==> src/pldc_pkg.sv <==
// Package for the presence light off-delay controller.
// Assumes an AHB-Lite register slave on a 10 MHz clock.
package pldc_pkg;
   // Clock and time base
   localparam int          CLK_HZ        = 10_000_000;
   localparam int          TICK_S        = 1;
   localparam int          TICK_CYCLES   = CLK_HZ * TICK_S;
   // Lock read-back wait in milliseconds
   localparam int          READ_WAIT_MS  = 1000;
   localparam int          READ_WAIT_CYC = (CLK_HZ / 1000) * READ_WAIT_MS;
   // Delay limits in seconds
   localparam logic [15:0] DELAY_MAX     = 16'h7fff;
   localparam logic [15:0] DELAY_DEFAULT = 16'h003c;
   // Register byte addresses
   localparam logic [7:0]  A_CFG         = 8'h00;
   localparam logic [7:0]  A_DELAY_PAR   = 8'h04;
   localparam logic [7:0]  A_LEVELS      = 8'h08;
   localparam logic [7:0]  A_EVENT       = 8'h0c;
   localparam logic [7:0]  A_SET_DELAY   = 8'h10;
   localparam logic [7:0]  A_STATUS      = 8'h14;
   localparam logic [7:0]  A_OUT         = 8'h18;
   localparam logic [7:0]  A_ACTIVE      = 8'h1c;
   // Config bit positions
   localparam int          C_SRC         = 0;
   localparam int          C_BYTE        = 1;
   localparam int          C_SETEN       = 2;
   localparam int          C_OVW         = 3;
   localparam int          C_LOCKEN      = 4;
   localparam int          C_LMODE       = 5;
   // Event register bit positions
   localparam int          E_OBJ_ON      = 0;
   localparam int          E_OBJ_OFF     = 1;
   localparam int          E_LOCK_WR     = 2;
   localparam int          E_LOCK_VAL    = 3;
   localparam int          E_BUS_RET     = 4;
   localparam int          E_DOWNLOAD    = 5;
   localparam int          E_OUT_ACK     = 6;
   // Lock state after bus return
   localparam logic [1:0]  LM_UNLOCK     = 2'h0;
   localparam logic [1:0]  LM_LOCK       = 2'h1;
   localparam logic [1:0]  LM_READ       = 2'h2;
   localparam logic [1:0]  LM_KEEP       = 2'h3;
   // Levels reset values
   localparam logic [7:0]  PCT_ON_RST    = 8'hff;
   localparam logic [7:0]  PCT_OFF_RST   = 8'h00;
   typedef enum logic [1:0] {ST_OFF, ST_ON, ST_DELAY} pldc_state_t;
endpackage : pldc_pkg

==> src/pldc_ctrl.sv <==
// Presence light off-delay controller with an AHB-Lite register slave.
// Assumes one master, word transfers only, pins for the internal input.
`timescale 1ns/1ns
module pldc_ctrl
   import pldc_pkg::*;
#(
   parameter int TICK_CYC = TICK_CYCLES,   // Cycles per second tick
   parameter int WAIT_CYC = READ_WAIT_CYC  // Lock read answer window
) (
   // Clock and reset
   input  wire logic        hclk,
   input  wire logic        hresetn,
   // AHB-Lite slave
   input  wire logic        hsel,
   input  wire logic [31:0] haddr,
   input  wire logic [1:0]  htrans,
   input  wire logic        hwrite,
   input  wire logic [2:0]  hsize,
   input  wire logic [31:0] hwdata,
   input  wire logic        hready,
   output logic      [31:0] hrdata,
   output logic             hreadyout,
   output logic             hresp,
   // Internal input contact, asynchronous
   input  wire logic        contact_in,
   // Output telegram request
   output logic             out_req,
   output logic [7:0]       out_value,
   // Lock read request toward the bus
   output logic             lock_read_req
);
   // All state of the module
   typedef struct packed {
      logic [1:0]  sync;       // Contact synchroniser
      logic        contact;    // Previous synchronised contact
      logic [7:0]  cfg;        // Configuration
      logic [15:0] delay_par;  // Delay parameter
      logic [15:0] delay_act;  // Active delay, kept over bus failure
      logic [7:0]  pct_on;     // Byte level for on
      logic [7:0]  pct_off;    // Byte level for off
      logic        locked;     // Lock state
      logic        waiting;    // Lock read outstanding
      logic [31:0] wait_cnt;   // Lock read timeout
      logic [31:0] tick_cnt;   // Second prescaler
      logic [15:0] secs;       // Remaining delay seconds
      pldc_state_t st;         // Light state
      logic        lights;     // Last commanded light level
      logic        out_req;    // Telegram pending
      logic [7:0]  out_value;  // Telegram value
      logic        lrd_req;    // Lock read request pending
      logic        rej;        // Sticky rejected delay write
      logic        dph;        // Write data phase pending
      logic [7:0]  daddr;      // Data phase address
      logic [31:0] hrdata;     // Read data
   } pldc_regs_t;

   pldc_regs_t r;       // Current state
   pldc_regs_t next_r;  // Next state

   // Register map, one aligned word per register:
   //   00 configuration: bit 0 source (1 = contact), bit 1 byte output,
   //      bit 2 set-delay enable, bit 3 overwrite on download,
   //      bit 4 lock enable, bits 6:5 lock mode after bus return
   //   04 delay parameter in seconds, loaded on download when enabled
   //   08 byte levels: on level in bits 7:0, off level in bits 15:8
   //   0c event strobes: object on, object off, lock write with value,
   //      bus return, download and telegram acknowledge
   //   10 set-delay object, refused above the maximum
   //   14 status, bit 0 is the sticky refusal flag (write one to clear)
   //   18 pending telegram value, bit 8 the lock read request
   //   1c active delay in the low half, remaining seconds in the high half
   // Unmapped offsets read as zero and ignore writes.

   logic addr_ok;    // Accepted address phase
   logic start_ev;   // Motion start event
   logic stop_ev;    // Motion stop event
   logic [7:0] wa;   // Write address in data phase
   logic [31:0] ev;  // Event strobes written this cycle

   // Priority inside the next-state process follows source order: later
   // assignments win. The order is chosen so that
   //   - a telegram request raised in the same cycle as an acknowledge
   //     survives, since the acknowledge clears first and motion sets later
   //   - a lock read request raised by bus return survives the acknowledge
   //   - clearing the lock enable always forces the function unlocked
   //   - bus return resets the light state but never the active delay,
   //     which is how the received delay outlives a bus voltage failure
   // The event strobes live for exactly one cycle: the data phase of a
   // write to the event register. Software must not rely on two strobes
   // written in separate words being seen as one.

   // Next state logic
   always_comb begin
      next_r   = r;
      addr_ok  = hsel && hready && htrans[1];
      wa       = r.daddr;
      ev       = (r.dph && wa == A_EVENT) ? hwdata : 32'h0000_0000;
      // Synchroniser; only the second stage is read below
      next_r.sync    = {r.sync[0], contact_in};
      next_r.contact = r.sync[1];
      start_ev = 1'b0;
      stop_ev  = 1'b0;
      if (r.cfg[C_SRC]) begin
         start_ev = r.sync[1] && !r.contact;
         stop_ev  = !r.sync[1] && r.contact;
      end else begin
         start_ev = ev[E_OBJ_ON];
         stop_ev  = ev[E_OBJ_OFF];
      end
      // Telegram handshake: the bus side acks a sent request
      if (ev[E_OUT_ACK]) begin
         next_r.out_req = 1'b0;
      end
      if (ev[E_OUT_ACK]) begin
         next_r.lrd_req = 1'b0;
      end
      // Register writes take effect at the end of the data phase. Delay
      // writes above the maximum are dropped whole, never clipped, so a
      // bad value cannot shorten the delay by accident.
      // Register writes
      if (r.dph) begin
         case (wa)
            A_CFG:       next_r.cfg = hwdata[7:0];
            A_DELAY_PAR: begin
               if (hwdata[15:0] <= DELAY_MAX) begin
                  next_r.delay_par = hwdata[15:0];
               end
            end
            A_LEVELS: begin
               next_r.pct_on  = hwdata[7:0];
               next_r.pct_off = hwdata[15:8];
            end
            A_SET_DELAY: begin
               if (r.cfg[C_SETEN]) begin
                  if (hwdata[15:0] <= DELAY_MAX) begin
                     next_r.delay_act = hwdata[15:0];
                  end else begin
                     next_r.rej = 1'b1;
                  end
               end
            end
            A_STATUS: begin
               // Write one clears the rejection flag
               if (hwdata[0]) begin
                  next_r.rej = 1'b0;
               end
            end
            default: ;
         endcase
      end
      // Lock object write or read answer
      if (ev[E_LOCK_WR] && r.cfg[C_LOCKEN]) begin
         next_r.locked  = ev[E_LOCK_VAL];
         next_r.waiting = 1'b0;
      end
      // The answer window counts down from the bus return. If a lock write
      // arrives first it ends the wait and sets the lock from its value;
      // otherwise the function falls back to unlocked. The request line
      // stays up until acknowledged, independent of the wait.
      // Lock read timeout
      if (r.waiting) begin
         if (r.wait_cnt == 32'h0000_0000) begin
            next_r.waiting = 1'b0;
            next_r.locked  = 1'b0;
         end else begin
            next_r.wait_cnt = r.wait_cnt - 32'h0000_0001;
         end
      end
      // Bus voltage return; active delay is not touched
      if (ev[E_BUS_RET]) begin
         case (r.cfg[C_LMODE +: 2])
            LM_UNLOCK: next_r.locked = 1'b0;
            LM_LOCK:   next_r.locked = r.cfg[C_LOCKEN];
            LM_READ: begin
               next_r.locked   = 1'b0;
               next_r.waiting  = r.cfg[C_LOCKEN];
               next_r.lrd_req  = r.cfg[C_LOCKEN];
               next_r.wait_cnt = 32'(WAIT_CYC);
            end
            default:   next_r.locked = r.locked;
         endcase
         next_r.st = ST_OFF;
      end
      // Application download
      if (ev[E_DOWNLOAD] && r.cfg[C_OVW]) begin
         next_r.delay_act = r.delay_par;
      end // otherwise delay_act is kept
      if (!r.cfg[C_LOCKEN]) begin
         next_r.locked = 1'b0;
      end
      // Free-running prescaler; the delay state reloads it so the first counted
      // second starts at the stop event.
      // Second prescaler
      if (r.tick_cnt == 32'h0000_0000) begin
         next_r.tick_cnt = 32'(TICK_CYC - 1);
      end else begin
         next_r.tick_cnt = r.tick_cnt - 32'h0000_0001;
      end
      // Light state machine:
      //   off   -> on     on motion start, on telegram queued at once
      //   on    -> delay  on motion stop, seconds counter loaded
      //   delay -> on     on motion start, restarting the timer later
      //   delay -> off    when the seconds counter has run out
      // A stop while already off or delaying is ignored. The prescaler is
      // reloaded on entry to the delay state so the first second is a
      // full one; the off telegram comes one cycle after the last tick.
      // While locked nothing moves and no telegram is queued, so a motion
      // event during the lock is lost rather than replayed on unlock.
      // Light control, frozen while locked
      if (!r.locked && !ev[E_BUS_RET]) begin
         case (r.st)
            ST_OFF, ST_ON, ST_DELAY: begin
               if (start_ev) begin
                  next_r.st        = ST_ON;
                  next_r.lights    = 1'b1;
                  next_r.out_req   = 1'b1;
                  next_r.out_value = r.cfg[C_BYTE] ? r.pct_on
                                                   : 8'h01;
               end else if (stop_ev && r.st == ST_ON) begin
                  next_r.st       = ST_DELAY;
                  next_r.secs     = r.delay_act;
                  next_r.tick_cnt = 32'(TICK_CYC - 1);
               end else if (r.st == ST_DELAY) begin
                  if (r.secs == 16'h0000) begin
                     next_r.st        = ST_OFF;
                     next_r.lights    = 1'b0;
                     next_r.out_req   = 1'b1;
                     next_r.out_value = r.cfg[C_BYTE] ? r.pct_off
                                                      : 8'h00;
                  end else if (r.tick_cnt == 32'h0000_0000) begin
                     next_r.secs = r.secs - 16'h0001;
                  end
               end
            end
            default: next_r.st = ST_OFF;
         endcase
      end
      // Address phase is captured here; write data is applied one cycle
      // later, in the data phase, from the captured address. Read data is
      // registered at the address phase so it stands for the whole data
      // phase without depending on the next address.
      // Bus slave: zero wait states, writes land in data phase
      next_r.dph   = addr_ok && hwrite;
      next_r.daddr = haddr[7:0];
      if (addr_ok && !hwrite) begin
         case (haddr[7:0])
            A_CFG:       next_r.hrdata = {24'h000000, r.cfg};
            A_DELAY_PAR: next_r.hrdata = {16'h0000, r.delay_par};
            A_LEVELS:    next_r.hrdata = {16'h0000, r.pct_off, r.pct_on};
            A_STATUS:    next_r.hrdata = {24'h000000, 1'b0, r.st,
                                          r.waiting, r.out_req,
                                          r.lights, r.locked, r.rej};
            A_OUT:       next_r.hrdata = {23'h000000, r.lrd_req,
                                          r.out_value};
            A_ACTIVE:    next_r.hrdata = {r.secs, r.delay_act};
            default:     next_r.hrdata = 32'h0000_0000;
         endcase
      end
   end

   // Reset loads only constants. The active delay comes up at the default
   // here; a real device would reload it from non-volatile storage, which
   // lives outside this block. Bus return is a strobe, not a reset, so
   // the active delay is kept across it.

   // State register
   always_ff @(posedge hclk or negedge hresetn) begin
      if (!hresetn) begin
         r           <= '0;
         r.delay_par <= DELAY_DEFAULT;
         r.delay_act <= DELAY_DEFAULT;
         r.pct_on    <= PCT_ON_RST;
         r.pct_off   <= PCT_OFF_RST;
         r.st        <= ST_OFF;
      end else begin
         r <= next_r;
      end
   end

   // The slave never stalls and never errors, so ready and response are
   // tied off. They are constants rather than flops; a constant cannot
   // glitch, so nothing is lost by not registering them.

   // Outputs straight from flip-flops, ready and response tied off
   assign hrdata        = r.hrdata;
   assign hreadyout     = 1'b1;
   assign hresp         = 1'b0;
   assign out_req       = r.out_req;
   assign out_value     = r.out_value;
   assign lock_read_req = r.lrd_req;
endmodule : pldc_ctrl

==> config.mk <==
export PLATFORM = sky130hd
export DESIGN_NAME = pldc_ctrl
export DESIGN_NICKNAME = d
export VERILOG_FILES = /design/src/pldc_pkg.sv /design/src/pldc_ctrl.sv
export SDC_FILE = /design/constraint.sdc
export NUM_CORES = 1
export LEC_CHECK = 0
export BUFFER_PORTS_ARGS = -buffer_cell sky130_fd_sc_hd__buf_2
export CAP_MARGIN = 20
export CELL_PAD_IN_SITES_DETAIL_PLACEMENT = 1
export CELL_PAD_IN_SITES_GLOBAL_PLACEMENT = 1
export CORE_MARGIN = 2
export CORE_UTILIZATION = 45
export CTS_BUF_LIST = sky130_fd_sc_hd__clkbuf_4
export CTS_CLUSTER_SIZE = 16
export DETAILED_ROUTE_END_ITERATION = 16
export GPL_ROUTABILITY_DRIVEN = 0
export PLACE_DENSITY_LB_ADDON = 0.1
export SKIP_LAST_GASP = 1
export SYNTH_ARGS = -nofsm -noshare
export SYNTH_HDL_FRONTEND = slang
export SYNTH_SLANG_ARGS = --single-unit
==> constraint.sdc <==
create_clock -name hclk -period 3.6 [get_ports hclk]
set_input_delay 0.18 -clock hclk [delete_from_list [all_inputs] [get_ports hclk]]
set_output_delay 0.18 -clock hclk [all_outputs]
set_load 0.005 [all_outputs]
; ---- Yosys cells after proc, flatten, opt, wreduce, memory -nomap -nowiden
; Cells that the tools add are included.
[word_totals]
regBits = 196
in_bits = 75
output_inout_bits = 44
wordCells = 130
[op_classes]
add_sub_neg = 3
n_lt_le_gt_ge = 1
n_eq_ne = 20
mux = 43
bitwise = 1
reduce_logical = 41
[op_table]
columns = operator, n
row1 = case mux 32 bit (6 select lines), 1
row2 = 2-to-1 mux 32 bit, 4
row3 = 2-to-1 mux 16 bit, 7
row4 = 2-to-1 mux 48 bit, 2
row5 = 2-to-1 mux 34 bit, 2
row6 = logical NOT 32 bit, 2
row7 = "subtractor 32 x 1 -> 32 bit, second input constant", 2
row8 = 2-to-1 mux 60 bit, 1
row9 = "equality test 8 x 5 -> 1 bit, second input constant", 5
row10 = 2-to-1 mux 33 bit, 1
row11 = 2-to-1 mux 28 bit, 1
row12 = "equality test 8 x 4 -> 1 bit, second input constant", 3
row13 = 2-to-1 mux 12 bit, 2
row14 = 2-to-1 mux 10 bit, 2
row15 = 2-to-1 mux 18 bit, 1
row16 = nonzero test 2 bit, 9
row17 = "equality test 8 x 3 -> 1 bit, second input constant", 2
row18 = "less-or-equal comparator 16 x 15 -> 1 bit, second input constant", 1
row19 = logical NOT 16 bit, 1
row20 = logical NOT 8 bit, 2
row21 = 2-to-1 mux 8 bit, 2
row22 = "subtractor 16 x 1 -> 16 bit, second input constant", 1
row23 = logical AND 1 bit, 11
row24 = 2-to-1 mux 1 bit, 10
row25 = 17 further kinds, 34

; ---- Longest topological paths before layout
; Gate-level depths: netlist (run 1).
[logic_depth]
ltp_word = 10
ltp_mapped = 10
ltp_nobuf = 8

; ---- Least setup slack after synthesis (run 1)
; Ideal clock, no wire load.
[synth_timing]
path_type = register -> register
start = register r[103] (netlist name)
end = register r[112] (netlist name)
setup_ns = 0.132
t_arrival_ns = 2.394
required_time_ns = 3.468
slack_ns = 1.073
path_stages_with_launch = 11
n_path_buf = 2
synth_period_minus_slack_ns = 2.527
path_cell_list = dfrtp_1 -> inv_1 -> ha_1 -> or4b_1 -> clkbuf_1 -> or4_4 -> o31ai_4 -> buf_4 -> nor3_1 -> xnor2_1 -> nand2_1
[synth_lines]
columns = item, line
row1 = "start, declared", pldc_ctrl.sv:57  ; pldc_regs_t r;
row2 = "start signal, assigned", pldc_ctrl.sv:276  ; r <= next_r;

==> flow_summary_export.csv, run 1 <==
group,metric,value,unit
layout,drive_gt1_frac,0.1938,
synthesis,async_flop_share,1.000,
sta,drv_slew,0,
global_route,antenna_found_initial,1,
clock_network,ctsResizeCount,0,
clock_network,clock-sinks,196,
sta,period_minus_slack,2.939,ns
synthesis,synth_area_leaders,"dfrtp_1, dfstp_2, mux2_2",
synthesis,syn_area_per_cell,9.916,sq um
setup_path,r2r_setup_slack,0.66,ns
synthesis,synth_seq_area_share,0.5174,
routing,viasPerCell,5.674,
clock_network,cts_buffers,17,
clock_network,clk_latency,0.58,ns
place,port_buffers,72,
routing,drc,0,
hold_path,min_path_type,"in2async",
sta,fin_setup_tns,0,ns
setup_path,crit_type,"reg2reg",
pwr,cellPowerDensity,434.9,mW/mm^2
clock_network,cts_root_buffer,"clkbuf_4",
layout,seq_area,0.004925,sq mm
global_route,use_met2,0.4032,
synthesis,netlist_area,0.009519,sq mm
synthesis,synth_flop_cell,"dfrtp_1",
global_route,grt_pass1_wl,42190,um
synthesis,synth_common_cells,"dfrtp_1, nor2_1, nand2_1",
die,start_util,0.4557,
routing,wl,25470,um
routing,dr.first_iter.drc_count,444,
global_route,grt_max_degree,80,
layout,final_net_count,1097,
clock_network,cts_tree,"built",
sta,hold_violations,0,
die,dieWidth,149.4,um
sta,worst_slack,0.6606,ns
layout,multi_input_area,0.004049,sq mm
setup_path,worstPathRequired,4.06,ns
setup_path,critPathLaunchType,"flop",
setup_path,regToRegEndpoint,"r[115]",
setup_path,worstPathMaxFanout,15,
pwr,ir_drop,0.1967,mV
sta,finalHoldWorstSlack,0.1681,ns
global_route,grt_pass1_vias,7755,
synthesis,synth_edf_count,0,
global_route,use_met3,0.03506,
setup_path,rr_worst_depth,8,
setup_path,r2r_start,"r[103]",
synthesis,syn_inst,960,
sta,fin_skew,0.02558,ns
die,die_h,149.4,um
pwr,power.leakage,4.478,nW
outcome,status,"finished, final reports clean",
global_route,grtUsageTotal,0.2421,
layout,fillers,2436,
place,post-place-ws,0.6424,ns
die,rows,53,
setup_path,end_kind,"flop",
setup_path,crit_end,"r[115]",
routing,wire_per_inst,19.47,um
die,die_area,0.02233,sq mm
clock_network,clk_path_buf_depth,2,
synthesis,ys_types,61,
sta,finalSetupViolCount,0,
sta,fin_crit_sh,0.8165,
die,coreArea,0.02089,sq mm
global_route,globalRoute.totalOverflow,0,
global_route,busiest_layer,"met2",
sta,rsz0062_at_grt,"false",
setup_path,cp.arrival,3.40,ns
sta,max_slew_margin,0.2653,
sta,fmax,340.2,MHz
synthesis,synthesis.nets,1038,
clock_network,htreeDepth,4,
routing,antenna_left,0,
synthesis,yosysTopAreaCell,"dfrtp_1",
clock_network,clk_pin_slew,0.16,ns
die,ioPinCount,119,
synthesis,synth_top_area_share,0.4732,
layout,syn_to_final_growth,10.29,%
synthesis,yosysWarnings,0,
sta,worst_pin_slew,1.102,ns
routing,vias,7422,
setup_path,crit_start,"r[103]",
routing,dr.pass1.iters,8,
flow_run,maxCapViolCount,0,
global_route,use_met1,0.3368,
synthesis,synth.most_common_cell,"dfrtp_1",
pwr,power,4.566,mW
place,hpwl,17570,um
synthesis,ys_ff_latch,196,
## layer usage
metal / share of wire / wire, um / up-vias
met4: 0.013 / 320 / 0
met1: 0.47 / 11890 / 3729
met5: 0 / 0 / -
met3: 0.033 / 839 / 23
met2: 0.49 / 12420 / 150
li1: - / - / 3520
## where the power goes
group          total (mW)  internal, mW  switching (mW)
registers            2.53          2.36           0.169
clock network        1.20         0.426           0.771
logic               0.837         0.325           0.511
## stage by stage
step	util	std cells	cell area [sq um]
after CTS	0.5025	1307	10500
after detailed placement	0.4758	1247	9938
after global placement	0.4758	1247	9938
after floorplan	-	960	9519
after global routing	0.5026	1308	10500
final	0.5026	1308	10500
## cell usage in the layout (no fill, tap or decap), drive strengths merged, types with 5 or more instances in the layout
master,netlist,final
clkinv,0,7
nor4,21,21
o21ai,50,50
or4,16,16
a32oi,5,5
nand3,33,33
o31ai,6,6
xor2,11,11
dfrtp,180,180
and3,10,10
nand2,100,100
o22ai,17,17
or2,6,6
nor2b,5,5
buf,49,96
a21oi,43,43
a22o,8,8
nand2b,7,7
dlygate4sd3,0,28
xnor2,41,41
a31oi,14,14
a221oi,17,17
clkbuf,36,20
nor3b,7,7
a22oi,6,6
nor2,107,107
inv,17,18
or3,13,13
dfstp,16,16
mux2,37,37
a222oi,7,7
nor3,32,32
## worst min path at each step
stage	start	endpoint	slack [ns]	cells past startpoint
6_report	hresetn	hrdata[7]	0.17	2
5_1_grt	hresetn	hrdata[7]	0.18	2
4_1_cts	hresetn	hrdata[7]	0.17	2
3_5_place_dp	hresetn	hrdata[7]	0.28	1
3_3_place_gp	hresetn	wa[7]	0.27	1
2_1_floorplan	hresetn	hrdata[0]	-0.12	0
## sequential cells by signal, summed over array words and instances (netlist names)
signal         count
hrdata            32
lock_read_req      1
next_r             2
out_req            1
out_value          8
r                144
wa                 8
## critical path: stages, from the launching register on
cell and delay, ns:
dfrtp_1 0.43, inv_1 0.10, ha_1 0.19, or4b_1 0.59, or4_4 0.49, o31ai_4 0.64
nor4_1 0.15, xnor2_1 0.18, nand2_1 0.07
## timing repair
| item | 4_1_cts | 5_1_grt |
|---|---|---|
| hold buffers | 28 | 0 |
| endpoints found under the hold margin | 130 | 0 |
| buffers inserted | 0 | 0 |
## final cells by class
type / count / area share
sequential: 196 / 0.4691
antenna: 1 / 0.0002384
clock buffer: 19 / 0.01359
clock inverter: 13 / 0.01287
tap: 275 / 0.03277
multi-input combinational: 662 / 0.3857
timing repair buffer: 125 / 0.07973
inverter: 17 / 0.006078
## kinds of logic (layout without fill, tap and decap cells)
logic type      after synthesis  in the layout  synth area share
buf+inv                     102            174           0.05810
fa+ha+maj                     3              3          0.003944
xor+xnor                     52             52           0.04784
simple gates                379            379            0.1972
other cells                   2              3         0.0007889
compound gates              189            189            0.1310
flops                       196            196            0.5173
mux                          37             37           0.04377
(Power assumes the default switching activity.)
==> run 2, diff against run 1 <==
ABC_AREA = 1   (was default)
clock period = 3.1 ns   (was 3.6 ns; I/O delays follow)
==> run 2 against run 1 <==
  * Global-route usage is 1.7 points higher
  * Largest power group unchanged
  * Synthesized cell count is 56% higher
  * Worst setup slack better by 0.019 ns
==> flow_summary_export.csv, run 2 <==
group,metric,value,unit
routing,wl_met3,1189,um
synthesis,ys_ff_latch,196,
setup_path,worstPathRequired,3.67,ns
routing,wl_met1,15710,um
sta,worst_pin_slew,0.6903,ns
synthesis,synth_edf_count,0,
layout,postLayoutCoreUtil,0.4938,
routing,top_layer,"met4",
pwr,switching_power,2.472,mW
setup_path,worstPathMaxFanout,4,
synthesis,synth.most_common_cell,"nand2_1",
pwr,comb_power_share,0.298,
sta,drv_slew,0,
layout,layout_common_cells,"nand2_1, dfrtp_1, nor2_1",
clock_network,clk_pin_slew,0.20,ns
routing,antenna_left,0,
setup_path,crit_type,"reg2reg",
sta,max_slew_margin,0.5397,
die,ioPinCount,119,
pwr,pwr-share-seq,0.483,
setup_path,regToRegEndpoint,"r[172]",
clock_network,cts_tree,"built",
setup_path,end_kind,"flop",
layout,multi_input_area,0.004908,sq mm
die,die_h,160.1,um
pwr,p_sw_frac,0.3942,
synthesis,yosysTopAreaCell,"dfrtp_1",
synthesis,synth_seq_area_share,0.4491,
sta,fmax,413.2,MHz
sta,period_minus_slack,2.420,ns
global_route,globalRoute.totalOverflow,0,
synthesis,netlist_area,0.01097,sq mm
routing,vias,9996,
setup_path,r2r_start,"wa[5]",
pwr,p_int,3.798,mW
synthesis,synthesis.nets,1579,
sta,hold_violations,0,
layout,final_common_cell,"nand2_1",
layout,final_net_count,1635,
layout,fillers,3139,
outcome,status,"finished, final reports clean",
clock_network,htreeDepth,4,
die,start_util,0.4549,
routing,drc,0,
routing,route.met2.wl,14790,um
sta,fin_setup_tns,0,ns
synthesis,async_flop_share,1.000,
synthesis,synth_area_leaders,"dfrtp_1, nand2_1, nand3_1",
layout,largest-register,"r",
global_route,grt_max_degree,72,
pwr,ir_drop,0.2930,mV
hold_path,min_path_type,"in2async",
clock_network,ctsHoldBuffers,30,
sta,fin_crit_sh,0.7807,
flow_run,maxCapViolCount,0,
synthesis,syn_area_per_cell,7.305,sq um
clock_network,clk_latency,0.60,ns
setup_path,rr_worst_depth,7,
routing,dr.pass1.iters,5,
synthesis,yosysWarnings,0,
die,rows,57,
global_route,antenna_found_initial,1,
clock_network,cts_buffers,17,
routing,dr.first_iter.drc_count,612,
place,post-place-ws,0.7811,ns
clock_network,post_cts_buffers,0,
place,hpwl,23060,um
clock_network,cts_root_buffer,"clkbuf_4",
pwr,power_frac_clock,0.219,
synthesis,synth_top_area_share,0.4108,
die,die_area,0.02563,sq mm
routing,wire_per_inst,16.93,um
routing,wl,32090,um
die,dieWidth,160.1,um
synthesis,synth_flop_cell,"dfrtp_1",
pwr,power.leakage,6.011,nW
setup_path,r2r_setup_slack,0.68,ns
global_route,grt_pass1_vias,9994,
die,coreArea,0.02411,sq mm
sta,finalSetupViolCount,0,
pwr,cellPowerDensity,526.7,mW/mm^2
synthesis,syn_inst,1501,
setup_path,critPathLaunchType,"flop",
clock_network,clk_path_buf_depth,2,
global_route,grt_pass1_wl,53070,um
sta,rsz0062_at_grt,"false",
clock_network,ctsResizeCount,0,
sta,worst_slack,0.6798,ns
setup_path,cp.arrival,2.99,ns
synthesis,synth_common_cells,"nand2_1, dfrtp_1, nor2_1",
global_route,grtUsageTotal,0.2593,
sta,fin_skew,0.03958,ns
place,port_buffers,72,
layout,drive_gt1_frac,0.1197,
layout,seq_area,0.004925,sq mm
layout,largest_reg_flops,144,
routing,viasPerCell,5.275,
synthesis,ys_types,45,
layout,syn_to_final_growth,8.558,%
clock_network,clock-sinks,196,
## run 2: area by class of cell
| cell class | instances | share of cell area |
|---|---|---|
| tap | 324 | 0.03406 |
| clock buffer | 17 | 0.01072 |
| sequential | 196 | 0.4137 |
| inverter | 153 | 0.04824 |
| clock inverter | 15 | 0.01146 |
| multi-input combinational | 1068 | 0.4123 |
| timing repair buffer | 121 | 0.06927 |
| antenna | 1 | 0.0002102 |
## run 2: cell families (layout without fill, tap and decap cells)
logic type | Yosys count | in the layout | share of synthesized area
buffers and inverters | 237 | 306 | 0.1033
adders and majority gates | 3 | 3 | 0.003423
DFF | 196 | 196 | 0.4491
and+or+nand+nor | 890 | 890 | 0.3530
AOI/OAI and AO/OA | 162 | 162 | 0.08170
other | 2 | 3 | 0.0006849
xor gates and xnor gates | 11 | 11 | 0.008787
## run 2: metrics by stage
stage,instance area [sq um],cells,power [mW],hold slack [ns]
2_1_floorplan,10970,1501,4.435,-0.1406
3_3_place_gp,11340,1832,4.853,0.2203
3_5_place_dp,11340,1832,4.926,0.2113
4_1_cts,11900,1894,6.334,0.07959
5_1_grt,11900,1895,6.694,0.1108
6_report,11900,1895,6.270,0.08427
## run 2: worst max path at each step
stage                 from           end  cells past startpoint  slack, ns
CTS                  wa[1]        r[172]                      7       0.66
floorplan            r[55]  out_value[0]                     10       1.39
global placement    r[103]        r[128]                     11       0.87
detailed placement  r[103]        r[128]                     12       0.78
finish               wa[5]        r[172]                      7       0.68
global route         wa[1]        r[172]                      7       0.48
## run 2: layer usage
layer,vias to the layer above,GRT usage
met5,-,0
met4,0,0.06265
met3,31,0.02753
met2,186,0.4132
met1,4924,0.3812
li1,4855,-
## run 2: power groups by stage
stage	registers (mW)	logic [mW]	clock network, mW
global placement	3.07	1.78	0
CTS	3.03	1.89	1.42
finish	3.03	1.87	1.37
detailed placement	3.07	1.85	0
global route	3.07	2.14	1.49
floorplan	2.99	1.44	0
## run 2: worst max-delay path, stage by stage, from the launching register on
cell and delay, ns:
dfrtp_1 0.43, nor2_1 0.14, nand2_2 0.13, nor4_4 0.41, nand2_1 0.09, dlygate4sd3_1 0.57, o21ai_0 0.07, dlygate4sd3_1 0.57
==> run 3, diff against run 2 <==
clock period = 2.33 ns   (was 3.1 ns; I/O delays follow)
==> run 3 against run 2 <==
  * Core utilization up 0.91 points
  * Combinational power up 42%
  * Register-to-register slack worse by 0.44 ns
  * First-iteration DRC count up 1.6%
  * Sequential cell count unchanged
  * Clock skew up 0.0070 ns
  * Clock power up 42%
  * Critical endpoint is now r[120]
==> flow_summary_export.csv, run 3 (synthesis results as in run 2) <==
group,metric,value,unit
outcome,status,"finished, final reports clean",
setup_path,crit_type,"reg2reg",
pwr,p_int,5.243,mW
sta,period_minus_slack,2.093,ns
flow_run,maxCapViolCount,0,
setup_path,critPathLaunchType,"flop",
pwr,power.leakage,6.120,nW
clock_network,clk_pin_slew,0.21,ns
pwr,ir_drop,0.4871,mV
place,hpwl,23890,um
die,die_area,0.02563,sq mm
die,dieWidth,160.1,um
layout,seq_area,0.004925,sq mm
clock_network,cts_tree,"built",
layout,layout_common_cells,"nand2_1, dfrtp_1, nor2_1",
routing,wire_per_inst,17.26,um
layout,postLayoutCoreUtil,0.5029,
layout,multi_input_area,0.004942,sq mm
sta,rsz0062_at_grt,"false",
global_route,globalRoute.totalOverflow,0,
routing,dr.first_iter.drc_count,622,
hold_path,min_path_type,"in2reg",
setup_path,rr_worst_depth,10,
setup_path,cp.arrival,2.62,ns
routing,wl,33110,um
pwr,cellPowerDensity,711.4,mW/mm^2
pwr,switching_power,3.382,mW
pwr,p_sw_frac,0.3921,
die,die_h,160.1,um
routing,drc,0,
clock_network,htreeDepth,4,
place,dp_cells,1849,
global_route,antenna_found_initial,1,
layout,largest_reg_flops,144,
routing,dr.pass1.iters,5,
layout,largest-register,"r",
pwr,power_frac_clock,0.226,
sta,drv_slew,0,
clock_network,clock-sinks,196,
die,rows,57,
global_route,grt_max_degree,57,
clock_network,post_cts_buffers,0,
routing,antenna_left,0,
die,start_util,0.4549,
pwr,pwr-share-seq,0.467,
place,port_buffers,72,
layout,fillers,3155,
clock_network,clk_latency,0.63,ns
clock_network,clk_path_buf_depth,2,
layout,final_common_cell,"nand2_1",
die,coreArea,0.02411,sq mm
sta,finalSetupViolCount,0,
hold_path,whs_path_depth,6,
pwr,comb_power_share,0.307,
sta,hold_violations,0,
layout,final_net_count,1655,
sta,max_slew_margin,0.5827,
setup_path,worstPathMaxFanout,22,
die,ioPinCount,119,
layout,layout.cells.non_filler,1918,
clock_network,cts_root_buffer,"clkbuf_4",
setup_path,worstPathRequired,2.85,ns
global_route,grtUsageTotal,0.2680,
layout,drive_gt1_frac,0.1308,
layout,syn_to_final_growth,10.55,%
sta,fin_skew,0.04660,ns
global_route,grt_pass1_wl,54920,um
routing,vias,10064,
sta,fmax,477.7,MHz
global_route,grt_pass1_vias,10548,
sta,fin_crit_sh,0.8985,
clock_network,cts_buffers,17,
sta,worst_pin_slew,0.6253,ns
setup_path,end_kind,"flop",
routing,viasPerCell,5.247,
==> run 3: changes by cell type in the layout (fill, tap and decap cells not counted) <==
cell,delta
buf_12,+1
buf_4,+16
bufinv_16,+1
clkinv_4,-3
clkinv_8,+1
clkinvlp_4,+1
diode_2,+3
dlygate4sd3_1,+1
nand2_4,-1
nand2_8,+1
nor2_1,-1
nor2_2,+1
nor2_4,+2
==> run 3: what timing repair did <==
action	CTS	global route
hold endpoints to repair	270	0
pin swaps	1	1
endpoints found under the setup margin	13	13
cloned	1	1
hold buffers	31	0
resized for setup	1	3
==> run 3: power by group through the flow <==
stage	Clock, mW	Combinational (mW)	Sequential (mW)
2_1_floorplan	0	1.92	3.98
3_3_place_gp	0	2.50	4.08
3_5_place_dp	0	2.61	4.08
4_1_cts	2.00	2.66	4.02
5_1_grt	2.14	2.96	4.07
6_report	1.95	2.65	4.02
==> run 3: area by class of cell <==
type,count,share of cell area
timing repair buffer,139,0.08040
clock inverter,15,0.01352
sequential,196,0.4062
multi-input combinational,1070,0.4077
tap,324,0.03344
clock buffer,17,0.01053
antenna,4,0.0008257
inverter,153,0.04737
==> run 3: final timing paths <==
path	end	slack [ns]	from
max	r[120]	0.24	r[103]
min	hrdata[13]	0.11	hready
max reg2reg	r[120]	0.24	r[103]
min reg2reg	r[193]	0.45	next_r[193]
max in group asynchronous	next_r[195]	0.74	hresetn
min in group asynchronous	r[73]	0.54	hresetn
==> run 3: worst max-delay path, stage by stage (launching register included) <==
cell and delay [ns]:
dfrtp_1 0.42, inv_1 0.08, ha_1 0.25, nand2_1 0.18
nor2_4 0.08, nand2_2 0.14, nor2_4 0.09, nor2_4 0.48
nand3_1 0.13, nand2_1 0.09, a21oi_1 0.04
==> run 3: metal layers <==
metal,up-vias,track usage,share of wire
met2,201,0.4368,0.46
met5,-,0,0
met3,36,0.04182,0.045
li1,4903,-,-
met1,4924,0.3759,0.48
met4,0,0.06675,0.015
==> run 3: stage by stage <==
stage | power [mW] | hold slack, ns | setup TNS, ns | cell area, sq um | setup slack (ns)
2_1_floorplan | 5.901 | -0.1791 | 0 | 10970 | 0.6185
3_3_place_gp | 6.573 | 0.1203 | 0 | 11480 | 0.08574
3_5_place_dp | 6.691 | 0.1267 | -0.01354 | 11480 | -0.01354
4_1_cts | 8.683 | 0.02242 | 0 | 12090 | 0.1682
5_1_grt | 9.173 | 0.07967 | 0 | 12120 | 0.005198
6_report | 8.625 | 0.1077 | 0 | 12120 | 0.2366
